### config.mk
export PLATFORM = sky130hd
export DESIGN_NAME = pcu_config_regs
export DESIGN_NICKNAME = d
export VERILOG_FILES = /design/src/shared/pcu_pkg.sv /design/src/logic/pcu_wb_port.sv /design/src/logic/pcu_pad_cell.sv /design/src/logic/pcu_config_regs.sv
export VERILOG_INCLUDE_DIRS = /design/src /design/src/shared
export SDC_FILE = /design/constraint.sdc
export NUM_CORES = 1
export LEC_CHECK = 0
export BUFFER_PORTS_ARGS = -buffer_cell sky130_fd_sc_hd__buf_2
export CORE_ASPECT_RATIO = 1.4
export CORE_UTILIZATION = 30
export DETAILED_ROUTE_END_ITERATION = 6
export HOLD_SLACK_MARGIN = 0.12
export PLACE_DENSITY_LB_ADDON = 0.3
export SLEW_MARGIN = 20
export SYNTH_ARGS = -nofsm -noshare
export SYNTH_HDL_FRONTEND = slang
export SYNTH_SLANG_ARGS = --single-unit
### constraint.sdc
create_clock -name clk_sys -period 3.15 [get_ports clk_sys]
set_input_delay 0.315 -clock clk_sys [delete_from_list [all_inputs] [get_ports clk_sys]]
set_output_delay 0.315 -clock clk_sys [all_outputs]
set_load 0.03 [all_outputs]
### src/shared/pcu_regs.svh
// pad configuration unit: register addresses, field positions, reset values
// assumes byte addressing on a 32-bit bus; every register is one aligned word
//
// Summary of operation
// - three registers at 0x4004402C, 0x40044034, 0x40044038; hysteresis resets 1
// - bits 4:3 pick pull: 1 down, 2 up, 3 repeater; reset is pull-up
// - pull select 0 enables neither resistor, pin floats
// - invert bit clear: pad level passes to internal logic unchanged
// - invert bit set: pad level is complemented before internal logic
// - bit 10 set: pad only drives low and releases for high
`ifndef PCU_REGS_SVH
`define PCU_REGS_SVH

// ----------------------------------------------------------------
// addresses
// ----------------------------------------------------------------
`define PCU_ADDR_PIN1 32'h4004402C
`define PCU_ADDR_PIN9 32'h40044034
`define PCU_ADDR_PIN8 32'h40044038

// ----------------------------------------------------------------
// field positions
// ----------------------------------------------------------------
`define PCU_PULL_LSB 3
`define PCU_PULL_MSB 4
`define PCU_HYST_BIT 5
`define PCU_INVERT_BIT 6
`define PCU_RSV_LSB 7
`define PCU_RSV_MSB 9
`define PCU_DRAIN_BIT 10

// ----------------------------------------------------------------
// reset values
// ----------------------------------------------------------------
`define PCU_PULL_RST 2'h2
`define PCU_HYST_RST 1'h1
`define PCU_INVERT_RST 1'h0
`define PCU_DRAIN_RST 1'h0
`define PCU_RSV_VAL 3'h1

`endif

### src/shared/pcu_pkg.sv
// pad configuration unit: shared types
// assumes the field layout in pcu_regs.svh
package pcu_pkg;

   typedef enum logic [1:0] {
      PCU_PULL_NONE = 2'b00,
      PCU_PULL_DOWN = 2'b01,
      PCU_PULL_UP = 2'b10,
      PCU_PULL_REPEAT = 2'b11
   } pcu_pull_t;

   typedef struct packed {
      logic pseudo_open_drain_enable;
      logic input_invert;
      logic hysteresis_enable;
      pcu_pull_t pull_sel;
   } pcu_pin_cfg_t;

endpackage

### src/logic/pcu_wb_port.sv
// pad configuration unit: classic wishbone handshake and address decode
// assumes a single-cycle classic master that holds its request until ack
`timescale 1ns/1ns
`default_nettype none
`include "pcu_regs.svh"

module pcu_wb_port #(
   parameter int NUM_PINS = 3
) (
   input wire logic clk_sys,
   input wire logic rst,
   input wire logic wb_cyc_i,
   input wire logic wb_stb_i,
   input wire logic wb_we_i,
   input wire logic [31:0] wb_adr_i,
   output logic wb_ack_o,
   output logic wr_commit,
   output logic [NUM_PINS-1:0] hit
);

   typedef struct packed {
      logic ack;
   } pcu_wb_state_t;

   pcu_wb_state_t st;
   pcu_wb_state_t next_st;

   // ----------------------------------------------------------------
   // decode
   // ----------------------------------------------------------------
   always_comb begin
      hit = '0;
      hit[0] = (wb_adr_i == `PCU_ADDR_PIN1);
      hit[1] = (wb_adr_i == `PCU_ADDR_PIN9);
      hit[2] = (wb_adr_i == `PCU_ADDR_PIN8);
   end

   // ack one cycle after the request, dropped the cycle after; unmapped
   // addresses are acked too so a stray access never hangs the bus
   always_comb begin
      next_st = st;
      next_st.ack = wb_cyc_i & wb_stb_i & ~st.ack;
   end

   always_ff @(posedge clk_sys) begin
      if (rst) begin
         st <= '0;
      end else begin
         st <= next_st;
      end
   end

   assign wb_ack_o = st.ack;
   // write lands at the very edge where the master samples ack
   assign wr_commit = st.ack & wb_cyc_i & wb_stb_i & wb_we_i;

endmodule
`default_nettype wire

### src/logic/pcu_pad_cell.sv
// pad configuration unit: control for one pad cell
// assumes pad_in comes straight from the pin, core signals from clk_sys logic
`timescale 1ns/1ns
`default_nettype none

module pcu_pad_cell (
   input wire logic clk_sys,
   input wire logic rst,
   input wire pcu_pkg::pcu_pin_cfg_t cfg,
   input wire logic pad_in,
   input wire logic core_out,
   input wire logic core_oe,
   output logic core_in,
   output logic pad_out,
   output logic pad_oe,
   output logic pull_up_en,
   output logic pull_down_en,
   output logic repeater_en,
   output logic hysteresis_enable
);

   typedef struct packed {
      logic sync1;
      logic sync2;
      logic core_in;
      logic pad_out;
      logic pad_oe;
      logic pull_up;
      logic pull_down;
      logic repeater;
      logic hysteresis;
   } pcu_pad_state_t;

   pcu_pad_state_t st;
   pcu_pad_state_t next_st;

   always_comb begin
      next_st = st;
      next_st.sync1 = pad_in;
      next_st.sync2 = st.sync1;
      // inversion applied after the synchroniser, never on its first stage
      next_st.core_in = cfg.input_invert ? ~st.sync2 : st.sync2;
      next_st.pull_up = (cfg.pull_sel == pcu_pkg::PCU_PULL_UP);
      next_st.pull_down = (cfg.pull_sel == pcu_pkg::PCU_PULL_DOWN);
      next_st.repeater = (cfg.pull_sel == pcu_pkg::PCU_PULL_REPEAT);
      next_st.hysteresis = cfg.hysteresis_enable;
      if (cfg.pseudo_open_drain_enable) begin
         // drive low only; a high is just a release, no true open drain
         next_st.pad_out = 1'b0;
         next_st.pad_oe = core_oe & ~core_out;
      end else begin
         next_st.pad_out = core_out;
         next_st.pad_oe = core_oe;
      end
   end

   always_ff @(posedge clk_sys) begin
      if (rst) begin
         st <= '0;
         st.pull_up <= 1'b1;
         st.hysteresis <= 1'b1;
      end else begin
         st <= next_st;
      end
   end

   assign core_in = st.core_in;
   assign pad_out = st.pad_out;
   assign pad_oe = st.pad_oe;
   assign pull_up_en = st.pull_up;
   assign pull_down_en = st.pull_down;
   assign repeater_en = st.repeater;
   assign hysteresis_enable = st.hysteresis;

endmodule
`default_nettype wire

### src/logic/pcu_config_regs.sv
// pad configuration unit: register bank for port 0 pins 1, 9 and 8
// assumes a classic wishbone master on clk_sys; index 0 = pin 1, 1 = pin 9, 2 = pin 8
`timescale 1ns/1ns
`default_nettype none
`include "pcu_regs.svh"

module pcu_config_regs #(
   parameter int NUM_PINS = 3
) (
   input wire logic clk_sys,
   input wire logic rst,
   input wire logic wb_cyc_i,
   input wire logic wb_stb_i,
   input wire logic wb_we_i,
   input wire logic [31:0] wb_adr_i,
   input wire logic [3:0] wb_sel_i,
   input wire logic [31:0] wb_dat_i,
   output logic [31:0] wb_dat_o,
   output logic wb_ack_o,
   input wire logic [NUM_PINS-1:0] pad_in,
   input wire logic [NUM_PINS-1:0] core_out,
   input wire logic [NUM_PINS-1:0] core_oe,
   output logic [NUM_PINS-1:0] core_in,
   output logic [NUM_PINS-1:0] pad_out,
   output logic [NUM_PINS-1:0] pad_oe,
   output logic [NUM_PINS-1:0] pull_up_en,
   output logic [NUM_PINS-1:0] pull_down_en,
   output logic [NUM_PINS-1:0] repeater_en,
   output logic [NUM_PINS-1:0] hysteresis_enable
);

   typedef struct packed {
      pcu_pkg::pcu_pin_cfg_t [NUM_PINS-1:0] cfg;
      logic [31:0] rdata;
   } pcu_bank_state_t;

   pcu_bank_state_t st;
   pcu_bank_state_t next_st;
   logic wr_commit;
   logic [NUM_PINS-1:0] hit;

   // ----------------------------------------------------------------
   // helpers
   // ----------------------------------------------------------------
   // reserved fields are constants here, so writes to them cannot stick
   function automatic logic [31:0] pcu_pack(input pcu_pkg::pcu_pin_cfg_t c);
      logic [31:0] w;
      w = 32'h00000000;
      w[`PCU_PULL_MSB:`PCU_PULL_LSB] = c.pull_sel;
      w[`PCU_HYST_BIT] = c.hysteresis_enable;
      w[`PCU_INVERT_BIT] = c.input_invert;
      w[`PCU_RSV_MSB:`PCU_RSV_LSB] = `PCU_RSV_VAL;
      w[`PCU_DRAIN_BIT] = c.pseudo_open_drain_enable;
      return w;
   endfunction

   // byte lane 0 carries pull, hysteresis and invert; lane 1 the drain bit
   function automatic pcu_pkg::pcu_pin_cfg_t pcu_merge(
      input pcu_pkg::pcu_pin_cfg_t c,
      input logic [3:0] sel,
      input logic [31:0] d
   );
      pcu_pkg::pcu_pin_cfg_t r;
      r = c;
      if (sel[0]) begin
         r.pull_sel = pcu_pkg::pcu_pull_t'(d[`PCU_PULL_MSB:`PCU_PULL_LSB]);
         r.hysteresis_enable = d[`PCU_HYST_BIT];
         r.input_invert = d[`PCU_INVERT_BIT];
      end
      if (sel[1]) begin
         r.pseudo_open_drain_enable = d[`PCU_DRAIN_BIT];
      end
      return r;
   endfunction

   // ----------------------------------------------------------------
   // bus port
   // ----------------------------------------------------------------
   pcu_wb_port #(
      .NUM_PINS(NUM_PINS)
   ) u_port (
      .clk_sys(clk_sys),
      .rst(rst),
      .wb_cyc_i(wb_cyc_i),
      .wb_stb_i(wb_stb_i),
      .wb_we_i(wb_we_i),
      .wb_adr_i(wb_adr_i),
      .wb_ack_o(wb_ack_o),
      .wr_commit(wr_commit),
      .hit(hit)
   );

   // ----------------------------------------------------------------
   // register bank
   // ----------------------------------------------------------------
   always_comb begin
      next_st = st;
      next_st.rdata = 32'h00000000;
      for (int i = 0; i < NUM_PINS; i++) begin
         if (hit[i]) begin
            next_st.rdata = pcu_pack(st.cfg[i]);
         end
         if (wr_commit && hit[i]) begin
            next_st.cfg[i] = pcu_merge(st.cfg[i], wb_sel_i, wb_dat_i);
         end
      end
   end

   always_ff @(posedge clk_sys) begin
      if (rst) begin
         for (int i = 0; i < NUM_PINS; i++) begin
            st.cfg[i].pull_sel <= pcu_pkg::pcu_pull_t'(`PCU_PULL_RST);
            st.cfg[i].hysteresis_enable <= `PCU_HYST_RST;
            st.cfg[i].input_invert <= `PCU_INVERT_RST;
            st.cfg[i].pseudo_open_drain_enable <= `PCU_DRAIN_RST;
         end
         st.rdata <= 32'h00000000;
      end else begin
         st <= next_st;
      end
   end

   assign wb_dat_o = st.rdata;

   // ----------------------------------------------------------------
   // pad cells
   // ----------------------------------------------------------------
   for (genvar g = 0; g < NUM_PINS; g++) begin : g_pad
      pcu_pad_cell u_cell (
         .clk_sys(clk_sys),
         .rst(rst),
         .cfg(st.cfg[g]),
         .pad_in(pad_in[g]),
         .core_out(core_out[g]),
         .core_oe(core_oe[g]),
         .core_in(core_in[g]),
         .pad_out(pad_out[g]),
         .pad_oe(pad_oe[g]),
         .pull_up_en(pull_up_en[g]),
         .pull_down_en(pull_down_en[g]),
         .repeater_en(repeater_en[g]),
         .hysteresis_enable(hysteresis_enable[g])
      );
   end

endmodule
`default_nettype wire

# == Yosys cells after proc, flatten, opt, wreduce, memory -nomap -nowiden ==
# Cells that the tools add are included.
# word_totals
ff_bits,75
in_bits,82
output_inout_bits,54
wordCells,91
# classes
eq_ne,12
n_mux,9
bitwise_logic,15
n_reduce_logical,13
# ops
operator,n
$eq A32 B31 Y1 const B,3
$mux W11,3
$eq A2 B2 Y1 const B,6
$reduce_and A2 Y1,6
$and A1 B1 Y1,8
$not A1 Y1,7
$eq A2 B1 Y1 const B,3
$mux W1,6
$reduce_or A2 Y1,3
$logic_and A1 B1 Y1,3
$reduce_or A3 Y1,1

# == Longest topological paths before layout ==
# depth
ltp_word,5
mapped_depth,6
ltp_nobuf,4

# == By module ==
# From an unflattened synthesis, not the netlist that was laid out.
# unflattened
cells_unflattened,210
area_unflattened_um2,2100.8
# by_module_without_submodules
module,n_inst,cells_per_inst,area_per_inst_um2,seq_area_each_um2
pcu_config_regs,1,122,1067.3,420.4
pcu_pad_cell,3,22,271.5,180.2
pcu_wb_port,1,22,219.0,20.0

# == Least setup slack after synthesis ==
# OpenSTA, ideal clock, no wires.
# synth_path
path_type,input port to flip-flop
from,input port wb_adr_i[28]
to,register st[32] (netlist name)
setup_ns,0.072
arrival_time_ns,1.455
required_ns,3.078
path_slack_ns,1.623
path_stages,4
n_path_buf,0
path_cell_list,nor4b_2 -> nand4_4 -> nor4_4 -> mux2i_1
# synth_via
elab_chain_len,3
# synth_rtl
element,line_no,source
start: declaration,pcu_config_regs.sv:15,"input wire logic [31:0] wb_adr_i,"
$eq A32 B31 Y1 (no source line),-,
$logic_and A1 B1 Y1,pcu_config_regs.sv:103,if (wr_commit && hit[i]) begin
$reduce_and A2 Y1 (no source line),-,
# No other way between the ends.
# A chain may end at the register's enable or synchronous reset.

# == Worst setup path in the final report ==
# layout_path
from,input port wb_adr_i[6]
to,register st[35] (netlist name)
# layout_via
elab_chain_len,3
# layout_rtl
element,line_no
$eq A32 B31 Y1 (no source line),-
$logic_and A1 B1 Y1,pcu_config_regs.sv:103
$reduce_and A2 Y1 (no source line),-
# No other way between the ends.

==> key figures <==
Run status
  • Status: finished, final reports clean

Synthesis
  • Syn Std Cell Area: 2394 um2
  • Post-synth EDFFs: 0
  • Post-Syn Instances: 222
  • Async S/R FF share, synth: 0
  • Distinct cell type count after synthesis: 36
  • Post-synth top flop: dfxtp_1
  • Post-synthesis register bit count: 49
  • Post-synthesis sequential area ratio: 0.4098
  • Number of synthesis warnings: 0
  • Syn Area/Cell: 10.78 um2

Clock network
  • CTS tree: built
  • Clock slew at reported path FFs: 90 ps
  • Post-CTS Setup Bufs: 0
  • Clock H-tree levels: 2
  • Total CTS buffers: 5
  • Num Clock Sinks: 49
  • Post-CTS Hold Buffers: 0
  • CTS resizes: 0
  • Worst-skew pair later-pin latency: 300 ps
  • Clk root buf: clkbuf_8
  • Clock Path Buffers: 2

Critical path
  • CP max stage cell: nor4_4
  • CP Class: input pin to register
  • Critical Path RT: 3390 ps
  • Worst R2R Start: u_port.wb_ack_o
  • Top delay family on crit path: simple AND/OR/NAND/NOR gates
  • R2r endpoint: st[40]
  • Critical Path Max Stage Delay: 530 ps
  • Critical Path Source: wb_adr_i[6]
  • CP Launch Type: input pin
  • Peak fanout along the critical path: 7
  • R2r setup slk: 1740 ps
  • CP Cell Sequence: buf_2 -> nor4b_4 -> nand4_4 -> nor4_4 -> mux2i_1
  • Setup crit end: st[35]
  • CP arrival: 1750 ps
  • Critical Path Stages: 5
  • CP endpoint kind: register
  • Cell depth of the worst flop-to-flop path: 4
  • CP bufs+invs: 1

Floorplan
  • Die area: 8345 um2
  • DIE HEIGHT: 107.7 um
  • FP Rows: 38
  • # IOs: 136
  • Chip width: 77.49 um
  • Core footprint: 7750 um2
  • Initial Util: 0.3088

Placed design
  • Post-DP HPWL: 3334 um
  • GP Congestion: 0.6879
  • Setup WS pre-CTS: 1309 ps
  • I/O Buffers: 80

Cells and area
  • Ratio of cells with drive above 1 in the final layout: 0.4071
  • Diodes inserted: 0
  • Fin util: 0.3478
  • Area of the multi-input gates: 1023 um2
  • Nets: 361
  • Fillers: 825
  • Area growth syn-to-layout: 12.60%
  • Seq. cell area: 980.9 um2

Pwr
  • Clk pwr share: 0.378
  • Pint: 0.0009335 W
  • Switch Pwr: 0.0003128 W
  • Peak VDD IR: 183.5 uV
  • Sw frac: 0.2510
  • Pwr Total: 0.001246 W
  • Pwr per Cell Area: 462.4 nW/um2
  • Combinational share of power: 0.116
  • Leakage: 1.202 nW
  • Register share of total power: 0.506

Drt
  • Drt first pass iters: 4
  • WL/cell: 11.60 um
  • Drt drc: 0
  • Starting DRT DRC Count: 42
  • Vias/cell: 4.097
  • Post-DRT Antenna Nets: 0
  • Vias: 1,557
  • Total Wirelength: 4408 um

GRT
  • Initial antenna violation count: 0
  • GRT Total Usage: 0.1121
  • First-pass GRT wire length: 7176 um
  • Largest net degree at the start of global routing: 46
  • Vias in the first global route: 1,489
  • Grt ovf: 0

STA
  • Hold Fails Final Rpt: 0
  • Min cycle time layout: 1514 ps
  • Final setup TNS: 0 ps
  • Fin crit share: 0.4807
  • Rel. slew slack: 0.4678
  • Setup WS post-layout: 1636 ps
  • Setup violators final: 0
  • Least-Margin Pin Slew: 798.3 ps
  • Worst clock skew: 3.972 ps
  • RSZ-0062 raised after global routing: false
  • Fmax: 660.4 MHz
  • Final slew viol count: 0

Min path
  • HP Class: input pin to register

Job
  • Max-Cap Viols: 0
registers in the layout, summed over array words and instances, names as in the netlist:
| name | count |
|---|---|
| g_pad.u_cell.pull_up_en | 3 |
| g_pad.u_cell.hysteresis_enable | 3 |
| g_pad.u_cell.core_in | 3 |
| u_port.wb_ack_o | 1 |
| wb_dat_o | 6 |
| st | 15 |
| g_pad.u_cell.repeater_en | 3 |
| g_pad.u_cell.st | 3 |
| g_pad.u_cell.pad_oe | 3 |
| g_pad.u_cell.next_st | 3 |
| g_pad.u_cell.pad_out | 3 |
| g_pad.u_cell.pull_down_en | 3 |
per-stage QoR:
| stage | instances | area [um2] | hold slack, ps |
|---|---|---|---|
| 2_1_floorplan | 247 | 2487 | 412.2 |
| 3_3_place_gp | 372 | 2575 | 418.6 |
| 3_5_place_dp | 372 | 2575 | 426.4 |
| 4_1_cts | 380 | 2695 | 186.6 |
| 5_1_grt | 380 | 2695 | 183.6 |
| 6_report | 380 | 2695 | 189.5 |
cells in the mapped netlist (all sizes together) (3+ instances only):
cell    instances  area (um2)
dfxtp          49       980.9
nor3            7       60.06
nor4            8       125.1
nor2b           6       37.54
nor3b           3       22.52
buf            52       406.6
a22o            5       43.79
nor4b           4       86.33
o21bai          3       22.52
mux2i          15       150.1
inv            12       45.04
nand2b          9       56.30
xnor2           3       26.28
or2b            3       26.28
a22oi           5       37.54
nor2           18       67.56
a211oi          4       35.03
clkbuf          3       31.28
metal layers:
metal,global-route usage,part of all wire,wire [um]
met4,0.05795,0.026,115
met3,0.03051,0.066,290
met5,0,0,0
met1,0.1214,0.40,1749
met2,0.1979,0.51,2252
layout make-up:
| class | count | area share |
|---|---|---|
| clock buffers | 6 | 0.03064 |
| clock inverters | 2 | 0.01393 |
| inverters | 12 | 0.01671 |
| multi-input cells | 131 | 0.3798 |
| flip-flops and latches | 49 | 0.3640 |
| well taps | 100 | 0.04643 |
| repair buffers | 80 | 0.1486 |
power groups by stage:
stage | clock, W | combinational [W] | sequential (W)
6_report | 0.000471 | 0.000145 | 0.000630
5_1_grt | 0.000507 | 0.000156 | 0.000631
4_1_cts | 0.000485 | 0.000146 | 0.000631
3_5_place_dp | 0 | 0.000146 | 0.000645
3_3_place_gp | 0 | 0.000144 | 0.000645
2_1_floorplan | 0 | 0.000133 | 0.000646
cell usage in the layout, fill, tap and decap left out:
cell / n
mux2i_1: 15
and3b_1: 1
or2b_2: 3
and2b_4: 2
inv_1: 12
a211oi_2: 1
nor2b_1: 6
nor2_1: 18
o21ai_0: 1
nor4_1: 3
nor3b_1: 3
or2_1: 1
clkbuf_8: 6
a211oi_1: 3
nor4b_2: 1
dfxtp_1: 49
a22oi_1: 5
nor3_2: 5
conb_1: 26
a22o_1: 5
nor3_1: 2
xnor2_1: 3
nor4b_4: 3
bufinv_16: 1
nand3_2: 2
nand2b_1: 9
o21bai_1: 3
nand4_4: 2
nor4_4: 5
nand2_1: 1
clkinvlp_4: 1
and4_4: 1
nand2_4: 1
buf_2: 80
worst min-delay path by stage:
stage	from	end	slack, ps	cells past startpoint
detailed placement	g_pad[1].u_cell.next_st[7]	g_pad[1].u_cell.st[7]	430	1
global placement	g_pad[1].u_cell.next_st[7]	g_pad[1].u_cell.st[7]	420	1
CTS	core_out[2]	g_pad[2].u_cell.pad_oe	190	2
global route	core_out[0]	g_pad[0].u_cell.pad_oe	180	2
finish	core_out[0]	g_pad[0].u_cell.pad_oe	190	2
floorplan	core_out[0]	g_pad[0].u_cell.pad_oe	410	1
logic make-up (layout without fill, tap and decap cells):
group / after synthesis / in the layout / share of synthesized area
DFF: 49 / 49 / 0.4098
and+or+nand+nor: 69 / 69 / 0.2530
buffers and inverters: 67 / 100 / 0.2018
muxes: 15 / 15 / 0.06273
other: 1 / 26 / 0.001567
xor gates and xnor gates: 3 / 3 / 0.01098
AOI/OAI and AO/OA: 18 / 18 / 0.06011
Note: power is estimated with default switching activity, not from simulation.
